$ cat src/core/mcsi_defs.vh
// Constants for the modem command settings interpreter: register offsets,
// reset values, option fields, result codes and timing units.
// Assumes a 50 MHz system clock and an APB master with 32-bit data.
`ifndef MCSI_DEFS_VH
`define MCSI_DEFS_VH

// Parameter register byte offsets (index times four), one word each.
`define MCSI_OFF_ANSWER_RING 8'h00
`define MCSI_OFF_RING_COUNTER 8'h04
`define MCSI_OFF_ESCAPE_CHAR 8'h08
`define MCSI_OFF_CR_CHAR 8'h0C
`define MCSI_OFF_LF_CHAR 8'h10
`define MCSI_OFF_BS_CHAR 8'h14
`define MCSI_OFF_DIAL_TONE_WAIT 8'h18
`define MCSI_OFF_CARRIER_WAIT 8'h1C
`define MCSI_OFF_PAUSE_TIME 8'h20
`define MCSI_OFF_CARRIER_VALID 8'h24
`define MCSI_OFF_CARRIER_DROPOUT 8'h28
`define MCSI_OFF_TONE_DURATION 8'h2C
`define MCSI_OFF_ESCAPE_GUARD 8'h30
`define MCSI_OFF_OPTION_A 8'h38
`define MCSI_OFF_TEST_SELECT 8'h40
`define MCSI_OFF_SPECIAL_TEST 8'h44
`define MCSI_OFF_TEST_TIMER 8'h48
`define MCSI_OFF_OPTION_B 8'h54
`define MCSI_OFF_OPTION_C 8'h58
`define MCSI_OFF_OPTION_D 8'h5C
`define MCSI_OFF_TR_DELAY 8'h64
`define MCSI_OFF_CTS_DELAY 8'h68
`define MCSI_OFF_OPTION_E 8'h6C
`define MCSI_OFF_LINE_SPEED 8'h94
// Control, command, status, result and dial modifier registers.
`define MCSI_OFF_CONTROL 8'hC0
`define MCSI_OFF_COMMAND 8'hC4
`define MCSI_OFF_STATUS 8'hC8
`define MCSI_OFF_RESULT 8'hCC
`define MCSI_OFF_DIAL_MOD 8'hD0

// Reset values of the parameter registers, and the write range limits.
`define MCSI_RST_ESCAPE 8'h2B
`define MCSI_RST_CR 8'h0D
`define MCSI_RST_LF 8'h0A
`define MCSI_RST_BS 8'h08
`define MCSI_RST_DIAL_TONE 8'h02
`define MCSI_RST_CARRIER_WAIT 8'h1E
`define MCSI_RST_PAUSE 8'h02
`define MCSI_RST_CARRIER_VALID 8'h06
`define MCSI_RST_CARRIER_DROP 8'h0E
`define MCSI_RST_TONE 8'h46
`define MCSI_RST_GUARD 8'h32
`define MCSI_RST_OPTION_A 8'hAA
`define MCSI_RST_SPECIAL 8'h60
`define MCSI_RST_OPTION_C 8'h76
`define MCSI_RST_OPTION_D 8'h07
`define MCSI_RST_TR_DELAY 8'h05
`define MCSI_RST_CTS_DELAY 8'h01
`define MCSI_RST_OPTION_E 8'h40
`define MCSI_MAX_ASCII 8'h7F
`define MCSI_MAX_SPEED 8'h03

// Control register fields.
`define MCSI_CTL_LEVEL_LSB 0
`define MCSI_CTL_VERBOSE 4
`define MCSI_CTL_CARRIER 5
`define MCSI_CTL_TR_LSB 6
`define MCSI_CTL_LONG_SPACE 8
`define MCSI_CTL_RST 9'h010

// Command codes written to the command register.
`define MCSI_CMD_LEVEL 4'h1
`define MCSI_CMD_CARRIER 4'h2
`define MCSI_CMD_TERMINAL 4'h3
`define MCSI_CMD_LONG_SPACE 4'h4
`define MCSI_CMD_RESET 4'h5
`define MCSI_CMD_FACTORY 4'h6
`define MCSI_CMD_STORE 4'h7
`define MCSI_CMD_REPORT 4'h8

// Outcome codes presented by the call logic, and terse result codes.
`define MCSI_EV_OK 4'h0
`define MCSI_EV_CONNECT 4'h1
`define MCSI_EV_RING 4'h2
`define MCSI_EV_NO_CARRIER 4'h3
`define MCSI_EV_ERROR 4'h4
`define MCSI_EV_NO_DIAL_TONE 4'h6
`define MCSI_EV_BUSY 4'h7
`define MCSI_EV_NO_ANSWER 4'h8
`define MCSI_RC_1200 4'h5
`define MCSI_RC_2400 4'hA

// Timing units.
`define MCSI_CLK_HZ 50000000
`define MCSI_UNIT_10MS_CYC (`MCSI_CLK_HZ / 100)

`endif

$ cat src/core/mcsi_core.v
// Settings layer of a smart modem command interpreter with an APB slave.
// Assumes one 50 MHz clock, a synchronous active-low reset, and pins for
// the terminal-ready and received-carrier lines that are asynchronous.
//
// Implementation choices: the APB slave port and the register offsets.
`include "mcsi_defs.vh"

module mcsi_core #(
	parameter UNIT_CYC = `MCSI_UNIT_10MS_CYC // Cycles per 10 ms unit.
) (
	input wire clk,
	input wire resetn,
	input wire psel,
	input wire penable,
	input wire pwrite,
	input wire [7:0] paddr,
	input wire [31:0] pwdata,
	output wire pready,
	output reg [31:0] prdata,
	output wire pslverr,
	input wire terminal_ready_pin,
	input wire rx_carrier_pin,
	input wire long_space_seen,
	input wire ring_pulse,
	input wire outcome_valid,
	input wire [3:0] outcome_code,
	input wire [1:0] connect_rate,
	input wire [7:0] dial_char,
	input wire dial_char_valid,
	input wire [1:0] frame_rate,
	input wire [2:0] frame_format,
	output reg carrier_detect_ff,
	output reg hangup_ff,
	output reg command_state_ff,
	output reg modem_reset_ff,
	output reg answer_ff,
	output reg nv_store_ff,
	output reg [31:0] nv_data_ff,
	output reg [5:0] dial_action_ff,
	output reg format_ok_ff,
	output reg result_valid_ff,
	output reg [3:0] result_code_ff,
	output reg result_verbose_ff
);

	// Parameter registers indexed by their number, 0 to 37.
	reg [7:0] sreg_ff [0:37];
	// Control: level, verbose, carrier, terminal-ready option, long space.
	reg [8:0] ctrl_ff;
	reg [8:0] nxt_ctrl;
	// Ten-millisecond tick counter for the terminal-ready delay timer.
	reg [31:0] tick_cnt_ff;
	reg tick_ff;
	// Terminal-ready drop delay counter in 10 ms units.
	reg [7:0] tr_cnt_ff;
	reg tr_pending_ff;
	// Synchronisers for the asynchronous pins.
	reg [1:0] tr_sync_ff;
	reg [1:0] cd_sync_ff;
	reg tr_prev_ff;
	integer i;
	wire wr_en;
	wire rd_en;
	wire [5:0] idx;
	wire tr_fall;

	// Factory value of a parameter register by number.
	function [7:0] factory_val;
		input [5:0] n;
		begin
			case (n)
				6'd2: factory_val = `MCSI_RST_ESCAPE;
				6'd3: factory_val = `MCSI_RST_CR;
				6'd4: factory_val = `MCSI_RST_LF;
				6'd5: factory_val = `MCSI_RST_BS;
				6'd6: factory_val = `MCSI_RST_DIAL_TONE;
				6'd7: factory_val = `MCSI_RST_CARRIER_WAIT;
				6'd8: factory_val = `MCSI_RST_PAUSE;
				6'd9: factory_val = `MCSI_RST_CARRIER_VALID;
				6'd10: factory_val = `MCSI_RST_CARRIER_DROP;
				6'd11: factory_val = `MCSI_RST_TONE;
				6'd12: factory_val = `MCSI_RST_GUARD;
				6'd14: factory_val = `MCSI_RST_OPTION_A;
				6'd17: factory_val = `MCSI_RST_SPECIAL;
				6'd22: factory_val = `MCSI_RST_OPTION_C;
				6'd23: factory_val = `MCSI_RST_OPTION_D;
				6'd25: factory_val = `MCSI_RST_TR_DELAY;
				6'd26: factory_val = `MCSI_RST_CTS_DELAY;
				6'd27: factory_val = `MCSI_RST_OPTION_E;
				default: factory_val = 8'h00;
			endcase
		end
	endfunction

	// True for a register number that exists in the map.
	function implemented;
		input [5:0] n;
		begin
			implemented = (n <= 6'd12) || (n == 6'd14) || (n >= 6'd16 && n <= 6'd18) ||
				(n >= 6'd21 && n <= 6'd23) || (n >= 6'd25 && n <= 6'd27) || (n == 6'd37);
		end
	endfunction

	// Range clamp on a written value for registers with a limited range.
	function [7:0] clamp_val;
		input [5:0] n;
		input [7:0] v;
		begin
			clamp_val = v;
			if (n >= 6'd2 && n <= 6'd4 && v > `MCSI_MAX_ASCII) begin
				clamp_val = `MCSI_MAX_ASCII;
			end
			if (n == 6'd37 && v > `MCSI_MAX_SPEED) begin
				clamp_val = `MCSI_MAX_SPEED;
			end
		end
	endfunction

	// APB answers in the access cycle; unmapped addresses raise pslverr.
	assign pready = 1'b1;
	assign wr_en = psel & penable & pwrite;
	assign rd_en = psel & ~pwrite;
	assign idx = paddr[7:2];
	assign pslverr = psel & penable & ~((paddr < 8'hC0 && implemented(idx)) || (paddr >= `MCSI_OFF_CONTROL &&
		paddr <= `MCSI_OFF_DIAL_MOD));
	assign tr_fall = tr_prev_ff & ~tr_sync_ff[1];

	// Synchronise pins through two flip-flops before use.
	always @(posedge clk) begin
		if (!resetn) begin
			tr_sync_ff <= 2'b00;
			cd_sync_ff <= 2'b00;
			tr_prev_ff <= 1'b0;
		end else begin
			tr_sync_ff <= {tr_sync_ff[0], terminal_ready_pin};
			cd_sync_ff <= {cd_sync_ff[0], rx_carrier_pin};
			tr_prev_ff <= tr_sync_ff[1];
		end
	end

	// Control register next value: writes and option commands.
	always @* begin
		nxt_ctrl = ctrl_ff;
		if (wr_en && paddr == `MCSI_OFF_CONTROL) begin
			nxt_ctrl = pwdata[8:0];
		end
		if (wr_en && paddr == `MCSI_OFF_COMMAND) begin
			// A command without a value carries zero in pwdata[11:4].
			case (pwdata[3:0])
				`MCSI_CMD_LEVEL: nxt_ctrl[3:0] = (pwdata[11:4] > 8'd4) ? ctrl_ff[3:0] : pwdata[7:4];
				`MCSI_CMD_CARRIER: nxt_ctrl[5] = pwdata[4];
				`MCSI_CMD_TERMINAL: nxt_ctrl[7:6] = pwdata[5:4];
				`MCSI_CMD_LONG_SPACE: nxt_ctrl[8] = pwdata[4];
				`MCSI_CMD_FACTORY: nxt_ctrl = `MCSI_CTL_RST;
				default: nxt_ctrl = nxt_ctrl;
			endcase
		end
	end

	// Parameter registers, ring counting, factory recall and control.
	always @(posedge clk) begin
		if (!resetn || (wr_en && paddr == `MCSI_OFF_COMMAND && pwdata[3:0] == `MCSI_CMD_FACTORY)) begin
			for (i = 0; i < 38; i = i + 1) begin
				sreg_ff[i] <= factory_val(i[5:0]);
			end
			ctrl_ff <= `MCSI_CTL_RST;
		end else begin
			ctrl_ff <= nxt_ctrl;
			if (wr_en && paddr < 8'hC0 && implemented(idx)) begin
				sreg_ff[idx] <= clamp_val(idx, pwdata[7:0]);
			end
			// A ring wins over a software write to the ring counter.
			if (ring_pulse) begin
				sreg_ff[1] <= sreg_ff[1] + 8'd1;
			end
			// The counter clears on a modem reset or a hangup pulse.
			if (modem_reset_ff || hangup_ff) begin
				sreg_ff[1] <= 8'h00;
			end
		end
	end

	// Ten-millisecond tick used by the terminal-ready delay.
	always @(posedge clk) begin
		if (!resetn) begin
			tick_cnt_ff <= 32'h00000000;
			tick_ff <= 1'b0;
		end else begin
			tick_ff <= (tick_cnt_ff == UNIT_CYC - 1);
			tick_cnt_ff <= (tick_cnt_ff == UNIT_CYC - 1) ? 32'h00000000 : tick_cnt_ff + 32'h00000001;
		end
	end

	// Carrier indication, answering and terminal-ready drop handling.
	always @(posedge clk) begin
		if (!resetn) begin
			carrier_detect_ff <= 1'b1;
			hangup_ff <= 1'b0;
			command_state_ff <= 1'b1;
			modem_reset_ff <= 1'b0;
			answer_ff <= 1'b0;
			tr_cnt_ff <= 8'h00;
			tr_pending_ff <= 1'b0;
		end else begin
			carrier_detect_ff <= ctrl_ff[`MCSI_CTL_CARRIER] ? cd_sync_ff[1] : 1'b1;
			hangup_ff <= 1'b0;
			modem_reset_ff <= 1'b0;
			// Answer once the ring count reaches a nonzero setting.
			answer_ff <= (sreg_ff[0] != 8'h00) && (sreg_ff[1] >= sreg_ff[0]);
			if (long_space_seen && ctrl_ff[`MCSI_CTL_LONG_SPACE]) begin
				hangup_ff <= 1'b1;
				command_state_ff <= 1'b1;
			end
			if (outcome_valid && outcome_code == `MCSI_EV_CONNECT) begin
				command_state_ff <= 1'b0;
			end
			// The drop must persist for the delay before it acts.
			if (tr_fall && ctrl_ff[7:6] != 2'd0) begin
				tr_pending_ff <= 1'b1;
				tr_cnt_ff <= sreg_ff[25];
			end else if (tr_pending_ff && tr_sync_ff[1]) begin
				tr_pending_ff <= 1'b0;
			end else if (tr_pending_ff && tick_ff) begin
				if (tr_cnt_ff == 8'h00) begin
					tr_pending_ff <= 1'b0;
					case (ctrl_ff[7:6])
						2'd1: command_state_ff <= 1'b1;
						2'd2: begin
							hangup_ff <= 1'b1;
							command_state_ff <= 1'b1;
						end
						2'd3: modem_reset_ff <= 1'b1;
						default: command_state_ff <= command_state_ff;
					endcase
				end else begin
					tr_cnt_ff <= tr_cnt_ff - 8'd1;
				end
			end
			if (wr_en && paddr == `MCSI_OFF_COMMAND && pwdata[3:0] == `MCSI_CMD_RESET) begin
				modem_reset_ff <= 1'b1;
				command_state_ff <= 1'b1;
			end
		end
	end

	// Store image, dial modifiers and character format check.
	always @(posedge clk) begin
		if (!resetn) begin
			nv_store_ff <= 1'b0;
			nv_data_ff <= 32'h00000000;
			dial_action_ff <= 6'h00;
			format_ok_ff <= 1'b0;
		end else begin
			nv_store_ff <= wr_en && paddr == `MCSI_OFF_COMMAND && pwdata[3:0] == `MCSI_CMD_STORE;
			if (wr_en && paddr == `MCSI_OFF_COMMAND && pwdata[3:0] == `MCSI_CMD_STORE) begin
				nv_data_ff <= {sreg_ff[26], sreg_ff[25], sreg_ff[14], sreg_ff[0]};
			end
			// One-hot action: delay, command, silence, stored, flash, tone; R sets all.
			dial_action_ff <= 6'h00;
			if (dial_char_valid) begin
				case (dial_char)
					8'h2C: dial_action_ff <= 6'h01;
					8'h3B: dial_action_ff <= 6'h02;
					8'h40: dial_action_ff <= 6'h04;
					8'h53, 8'h73: dial_action_ff <= 6'h08;
					8'h21: dial_action_ff <= 6'h10;
					8'h57, 8'h77: dial_action_ff <= 6'h20;
					8'h52, 8'h72: dial_action_ff <= 6'h3F;
					default: dial_action_ff <= 6'h00;
				endcase
			end
			// Formats 0-3: 7N2 7E1 7O1 8N1; 4-5: 8E1 8O1 at 300 only.
			format_ok_ff <= (frame_format <= 3'd3) || (frame_format <= 3'd5 && frame_rate == 2'd0);
		end
	end

	// Result code filter by level and format.
	always @(posedge clk) begin
		if (!resetn) begin
			result_valid_ff <= 1'b0;
			result_code_ff <= 4'h0;
			result_verbose_ff <= 1'b1;
		end else begin
			result_valid_ff <= 1'b0;
			result_verbose_ff <= ctrl_ff[`MCSI_CTL_VERBOSE];
			if (outcome_valid) begin
				result_valid_ff <= 1'b1;
				result_code_ff <= outcome_code;
				case (outcome_code)
					`MCSI_EV_CONNECT: begin
						if (ctrl_ff[3:0] != 4'd0 && connect_rate == 2'd1) begin
							result_code_ff <= `MCSI_RC_1200;
						end else if (ctrl_ff[3:0] != 4'd0 && connect_rate == 2'd2) begin
							result_code_ff <= `MCSI_RC_2400;
						end
					end
					`MCSI_EV_NO_DIAL_TONE: begin
						if (ctrl_ff[3:0] != 4'd2 && ctrl_ff[3:0] != 4'd4) begin
							result_code_ff <= `MCSI_EV_NO_CARRIER;
						end
					end
					`MCSI_EV_BUSY: begin
						if (ctrl_ff[3:0] < 4'd3) begin
							result_code_ff <= `MCSI_EV_NO_CARRIER;
						end
					end
					`MCSI_EV_NO_ANSWER: begin
						if (ctrl_ff[3:0] != 4'd4) begin
							result_code_ff <= `MCSI_EV_NO_CARRIER;
						end
					end
					default: result_code_ff <= outcome_code;
				endcase
			end else if (wr_en && paddr == `MCSI_OFF_COMMAND && pwdata[3:0] != `MCSI_CMD_REPORT) begin
				result_valid_ff <= 1'b1;
				result_code_ff <= (pwdata[3:0] == 4'h0 || pwdata[3:0] > `MCSI_CMD_STORE) ? `MCSI_EV_ERROR :
					`MCSI_EV_OK;
			end
		end
	end

	// Read mux; reads have no side effects.
	always @* begin
		prdata = 32'h00000000;
		if (rd_en) begin
			if (paddr < 8'hC0 && implemented(idx)) begin
				prdata = {24'h000000, sreg_ff[idx]};
			end else if (paddr == `MCSI_OFF_CONTROL) begin
				prdata = {23'h0, ctrl_ff};
			end else if (paddr == `MCSI_OFF_STATUS) begin
				prdata = {24'h000000, format_ok_ff, answer_ff, tr_pending_ff, command_state_ff,
					carrier_detect_ff, tr_sync_ff[1], cd_sync_ff[1], nv_store_ff};
			end else if (paddr == `MCSI_OFF_RESULT) begin
				prdata = {27'h0, result_verbose_ff, result_code_ff};
			end else if (paddr == `MCSI_OFF_DIAL_MOD) begin
				prdata = {26'h0, dial_action_ff};
			end
		end
	end

endmodule // mcsi_core

$ cat config.mk
export PLATFORM = sky130hd
export DESIGN_NAME = mcsi_core
export DESIGN_NICKNAME = d
export VERILOG_FILES = /design/src/core/mcsi_core.v
export VERILOG_INCLUDE_DIRS = /design/src /design/src/core
export SDC_FILE = /design/constraint.sdc
export NUM_CORES = 1
export LEC_CHECK = 0
export BUFFER_PORTS_ARGS = -buffer_cell sky130_fd_sc_hd__buf_4
export CORE_MARGIN = 3
export CORE_UTILIZATION = 60
export DETAILED_ROUTE_END_ITERATION = 8
export GPL_ROUTABILITY_DRIVEN = 0
export PLACE_DENSITY = 0.78
export SYNTH_ARGS = -nofsm -noshare
export SYNTH_HDL_FRONTEND = slang
export SYNTH_SLANG_ARGS = --single-unit
$ cat constraint.sdc
create_clock -name clk -period 5.2 [get_ports clk]
set_input_delay 0.78 -clock clk [delete_from_list [all_inputs] [get_ports clk]]
set_output_delay 0.78 -clock clk [all_outputs]
set_load 0.05 [all_outputs]
==> reports/results.ini, run 1 <==
[run_status]
outcome = complete, no violations

[sta]
period_needed_ps = 4530
fmaxAchievable_mhz = 221
hold_viol_final = 0
slew_headroom_pct = 16.8
rsz0062_at_grt = no
finalSetupViolCount = 0
fin_tns_setup_ps = 0
slew_viol_final = 0
finalClockSkew_ps = 10.7
hold_ws_ps = 411
period_share_pct = 87.1
worstMarginPinSlew_ps = 1250

[synthesis]
avgSynthCellArea_um2 = 12.5
synthSimpleGateAreaFrac_pct = 14.0
synth_edf_count = 368
synth-seq-area-share_pct = 62.0
synthAdderAreaFrac_pct = 0.883
synth_cell_types = 77
dominantRegCellSynth = edfxtp_1
synth_compound_area_share_pct = 6.51
netlist.area_leader.share_pct = 52.0
synth_top_family_by_area = simple AND/OR/NAND/NOR gates
synth_top_area_cell = edfxtp_1
synthesis.area_um2 = 21300
async_flop_share_pct = 0
synthMuxAreaShare_pct = 10.8
ys_warn_count = 0
synthTopCellsByArea = edfxtp_1 (52%), dfxtp_1 (10%), mux4_2 (7.7%)
syn_inst = 1696
synth-xor-area-share_pct = 1.77
synth-seq-cells = 475

[routing]
post_drt_wl_per_cell_um = 22.0
via_per_inst = 6.04
ant_nets = 0
drc = 0
drtPass1Iterations = 8
dr.first_iter.drc_count = 2157
vias = 14900
routed_wl_um = 54200

[setup_path]
path_max_fanout = 30
crit_path_start_kind = primary input
rr_worst_depth = 7
rr_startpoint = tick_cnt_ff[0]$_SDFF_PP0_
crit_chain = buf_4 > nor2b_1 > a22o_1 > o21ai_0 > a21boi_0 > a211oi_1 > buf_4
path_class = primary input to primary output
r2r_slack_ps = 2690
critPathBufInv = 2
crit_required_ps = 4420
arrival_ps = 3750
crit_top_cell = buf_4
crit_path_max_incr_delay_ps = 1000
slowest_stage = nor2b_1
crit_family = compound AO/OA/AOI/OAI gates
critical_path.endpoint_type = primary output
r2r_end = tick_cnt_ff[20]$_SDFF_PP0_

[floorplan]
die_h_um = 194
start_util_pct = 61.2
pin_count = 155
die_w_um = 194
fp.dieArea_um2 = 37700
core-area_um2 = 34700
num_rows = 68

[finish]
drive_gt1_share_pct = 16.5
fillers = 2397
nNetsFinal = 2061
area_growth_pct = 16.3
post-route-util_pct = 71.2
final_area_um2 = 24700
n_antenna_cell = 0

[power_and_ir_drop]
vdd_ir_drop_max_v = 0.000275
p_leak_nw = 9.28
fin_total_pwr_mw = 8.51
powerDensity_nw_per_um2 = 344

[clock_tree]
cts_tree = done
clock-sinks = 475
clk_latency_ps = 570
path_clk_slew_ps = 60
cts_made_buffers = 48
htreeDepth = 2
clock_path_buffers = 3
clock-root-buffer = clkbuf_16
post_cts_resized = 0
cts_hold_buf = 0
post_cts_buffers = 0

[worst_hold_path]
hp-class = primary input to flip-flop
hold_path_depth = 2
hold-path-endpoint = format_ok_ff$_SDFF_PN0_
hp-start = frame_format[2]

[grt]
antenna_found_initial = 0
grt.total_usage_pct = 28.6
grt_pass1_vias = 14500
gr-total-overflow = 0
grt_pass1_wl_um = 83800
grt_start_max_net_pins = 73

[job]
maxCapViolations = 0

[place]
io_buffers = 109
dp_hpwl_um = 37600
dpl_cell_area_um2 = 23100

worst max-delay path by stage:
stage / from / to / slack (ps) / cells after the start
6_report: paddr[5] / prdata[2] / 670 / 7
5_1_grt: paddr[2] / prdata[2] / 640 / 9
4_1_cts: paddr[2] / prdata[2] / 850 / 9
3_5_place_dp: paddr[5] / prdata[2] / 930 / 7
3_3_place_gp: paddr[5] / prdata[2] / 920 / 7
2_1_floorplan: paddr[2] / prdata[2] / 1130 / 9
state kept, by name (all words and copies together) (netlist names), 2 cells and up:
| name | cells |
|---|---|
| nv_data_ff | 32 |
| sreg_ff | 368 |
| result_code_ff | 4 |
| dial_action_ff | 6 |
| tr_cnt_ff | 8 |
| cd_sync_ff | 2 |
| tick_cnt_ff | 32 |
| ctrl_ff | 9 |
| tr_sync_ff | 2 |
cells by family (layout without fill, tap and decap cells):
logic type,after synthesis,in the layout
other,2,209
buffers and inverters,173,284
flip-flops,475,475
adder cells (fa/ha/maj),15,15
AND/OR/NAND/NOR,643,643
AO/OA/AOI/OAI,208,208
multiplexers,137,137
XOR/XNOR,43,43
placed cells by master (no fill, tap or decap), types with 5 or more instances in the layout:
cell / netlist / routed
a211oi_1: 12 / 12
a21oi_1: 67 / 67
a22oi_1: 30 / 30
a31oi_1: 10 / 10
and2_1: 11 / 11
and3_1: 15 / 15
buf_4: 34 / 145
clkbuf_1: 49 / 6
clkbuf_16: 0 / 50
clkbuf_8: 0 / 11
clkinv_1: 2 / 8
clkinv_2: 0 / 8
conb_1: 2 / 209
dfxtp_1: 107 / 107
edfxtp_1: 368 / 368
ha_1: 15 / 15
inv_1: 45 / 45
mux2_2: 8 / 8
mux2i_1: 56 / 56
mux4_2: 73 / 73
nand2_1: 207 / 207
nand2b_1: 11 / 11
nand3_1: 49 / 49
nand3b_1: 5 / 5
nand4_1: 21 / 21
nand4b_1: 6 / 6
nor2_1: 231 / 231
nor2b_1: 11 / 11
nor3_1: 18 / 18
nor3b_1: 6 / 6
nor4_1: 17 / 17
nor4b_1: 6 / 6
o21ai_0: 24 / 24
o21ai_2: 1 / 6
o22ai_1: 13 / 13
or3_1: 5 / 5
xnor2_1: 15 / 15
xor2_1: 28 / 28
power breakdown:
part           internal, mW  switching [mW]
logic                 0.247           0.473
clock network          2.00            1.41
registers              4.30          0.0805
metrics by stage:
step           setup slack, ps  cells
4_1_cts                    853   2468
3_3_place_gp               919   2380
5_1_grt                    645   2469
6_report                   671   2469
2_1_floorplan             1130   1903
3_5_place_dp               927   2380
synthesized netlist by cell type (13+ instances only):
cell type,instances
clkbuf_1,49
mux4_2,73
nand2_1,207
nand3_1,49
nor4_1,17
o22ai_1,13
edfxtp_1,368
buf_4,34
a22oi_1,30
xor2_1,28
nor2_1,231
and3_1,15
mux2i_1,56
a21oi_1,67
dfxtp_1,107
o21ai_0,24
ha_1,15
nor3_1,18
nand4_1,21
inv_1,45
xnor2_1,15
buf_2,37
area by class of cell:
| cell class | instances | area [um^2] | share of cell area, % |
|---|---|---|---|
| Clock buffer | 68 | 1420 | 5.76 |
| Tap cell | 455 | 569 | 2.30 |
| Multi-Input combinational cell | 1255 | 8070 | 32.6 |
| Inverter | 48 | 180 | 0.729 |
| Timing Repair Buffer | 148 | 1130 | 4.59 |
| Clock inverter | 20 | 155 | 0.628 |
| Sequential cell | 475 | 13200 | 53.4 |
metal layers:
layer,share of wire (%),global-route usage (%)
met1,38,40.4
met2,46,44.6
met3,12,6.15
met5,0,0
met4,4.1,10.3
No activity file was read; power rests on OpenSTA's default activity.
==> run 2: changes to the inputs <==
--- a/config.mk
+++ b/config.mk
@@ -11,7 +11,7 @@
 export CORE_UTILIZATION = 60
 export DETAILED_ROUTE_END_ITERATION = 8
 export GPL_ROUTABILITY_DRIVEN = 0
-export PLACE_DENSITY = 0.78
+export PLACE_DENSITY = 0.77
 export SYNTH_ARGS = -nofsm -noshare
 export SYNTH_HDL_FRONTEND = slang
 export SYNTH_SLANG_ARGS = --single-unit
==> run 2 against run 1 <==
Die area is the same. Global-route usage shrank 0.34 points. Final cell count shrank 0.32%. Worst setup slack gained 140 ps. Maximum frequency grew 3.1%. Sequential power is essentially flat. Register-to-register slack gained 20 ps. Critical path type unchanged. Largest cell class unchanged.
==> reports/results.ini, run 2 (same netlist as run 1, synthesis figures left out) <==
[run_status]
outcome = complete, no violations

[grt]
grt.total_usage_pct = 28.3
grt_start_max_net_pins = 68
gr-total-overflow = 0
grt_pass1_vias = 14200
antenna_found_initial = 0
grt_pass1_wl_um = 82300

[job]
maxCapViolations = 0

[floorplan]
die_w_um = 194
core-area_um2 = 34700
die_h_um = 194
start_util_pct = 61.2
fp.dieArea_um2 = 37700
pin_count = 155
num_rows = 68

[setup_path]
slowest_stage = buf_4
crit_path_max_incr_delay_ps = 550
arrival_ps = 3610
crit_top_cell = buf_4
crit_path_start_kind = primary input
crit_required_ps = 4420
crit_chain = buf_4 > buf_4 > mux4_2 > mux2_2 > o22ai_1 > a311oi_1 > a21oi_1 > o22ai_1 > buf_4
path_class = primary input to primary output
critical_path.endpoint_type = primary output
path_max_fanout = 52

[finish]
drive_gt1_share_pct = 16.0
top_register = sreg_ff
nNetsFinal = 2055
final_common_cell = edfxtp_1
most-common-layout-cells = edfxtp_1 (368), nor2_1 (231), conb_1 (209), nand2_1 (207), buf_4 (140)
reg_top3 = sreg_ff x368, nv_data_ff x32, tick_cnt_ff x32
area_growth_pct = 15.7
largest_register_ffs = 368
n_antenna_cell = 0

[sta]
worstMarginPinSlew_ps = 1200
hold_viol_final = 0
hold_ws_ps = 382
period_needed_ps = 4390
fin_tns_setup_ps = 0
period_share_pct = 84.5
slew_headroom_pct = 19.8
finalSetupViolCount = 0
fin_ws_ps = 806
rsz0062_at_grt = no
fmaxAchievable_mhz = 228
slew_viol_final = 0
finalClockSkew_ps = 10.8

[power_and_ir_drop]
powerDensity_nw_per_um2 = 343
vdd_ir_drop_max_v = 0.000285
p_leak_nw = 9.20

[routing]
drc = 0
via_per_inst = 6.00
dr.first_iter.drc_count = 1760
ant_nets = 0
drtPass1Iterations = 8
routed_wl_um = 54000
vias = 14800
post_drt_wl_per_cell_um = 21.9

[clock_tree]
post_cts_buffers = 0
post_cts_resized = 0
path_clk_slew_ps = 60
cts_tree = done
clock_path_buffers = 3
htreeDepth = 2
clk_latency_ps = 580
clock-sinks = 475
clock-root-buffer = clkbuf_16
cts_made_buffers = 48
cts_hold_buf = 0

[worst_hold_path]
hp-class = primary input to flip-flop

[place]
dp_hpwl_um = 37300
pre_cts_ws_ps = 737
io_buffers = 109

[run 2: cell count changes in the layout (fill, tap and decap cells not counted), sizes merged]
| cell | before | now |
|---|---|---|
| clkinv | 16 | 23 |
| buf | 146 | 141 |
| dlymetal6s2s | 1 | 0 |
| clkbuf | 69 | 59 |
| bufinv | 2 | 4 |
| inv | 48 | 47 |
[run 2: metal layers]
metal	wire length, um	vias up	GRT usage, %
met5	0	-	0
met4	2260	0	10.7
met3	6270	151	7.63
met2	25300	895	44.6
met1	20200	7135	38.1
li1	-	6575	-
[run 2: worst max-delay path: cells and delay by family]
family          cells  cell delay (ps)
buf+inv             3             1210
compound gates      4             1110
mux                 2              410
[run 2: power by group]
part / internal, mW / total [mW] / switching (mW) / leakage (nW)
Combinational: 0.245 / 0.718 / 0.473 / 4.00
Clock: 1.94 / 3.36 / 1.41 / 0.749
Sequential: 4.30 / 4.38 / 0.0749 / 4.45
Total: 6.49 / 8.45 / 1.96 / 9.20
[run 2: per-stage QoR]
stage	cells	power, mW	utilization, %	area [um^2]
CTS	2461	8.47	70.9	24600
global placement	2375	5.12	66.5	23100
finish	2461	8.45	70.9	24600
floorplan	1903	4.91	-	22000
detailed placement	2375	5.15	66.5	23100
global route	2461	8.70	70.9	24600
[run 2: area by class of cell]
class | instances | area, um^2
multi-input combinational | 1255 | 8070
clock inverter | 28 | 235
timing repair buffer | 142 | 1080
fill | 2380 | 10100
inverter | 48 | 180
sequential | 475 | 13200
tap | 455 | 569
clock buffer | 58 | 1280
[run 2: final timing paths]
kind,from,to,slack [ps],cells past startpoint
max reg2reg,tick_cnt_ff[0]$_SDFF_PP0_,tick_cnt_ff[20]$_SDFF_PP0_,2710,7
max,paddr[3],prdata[7],810,9
min,frame_format[2],format_ok_ff$_SDFF_PN0_,380,2
min reg2reg,cd_sync_ff[0]$_SDFF_PN0_,cd_sync_ff[1]$_SDFF_PN0_,440,1
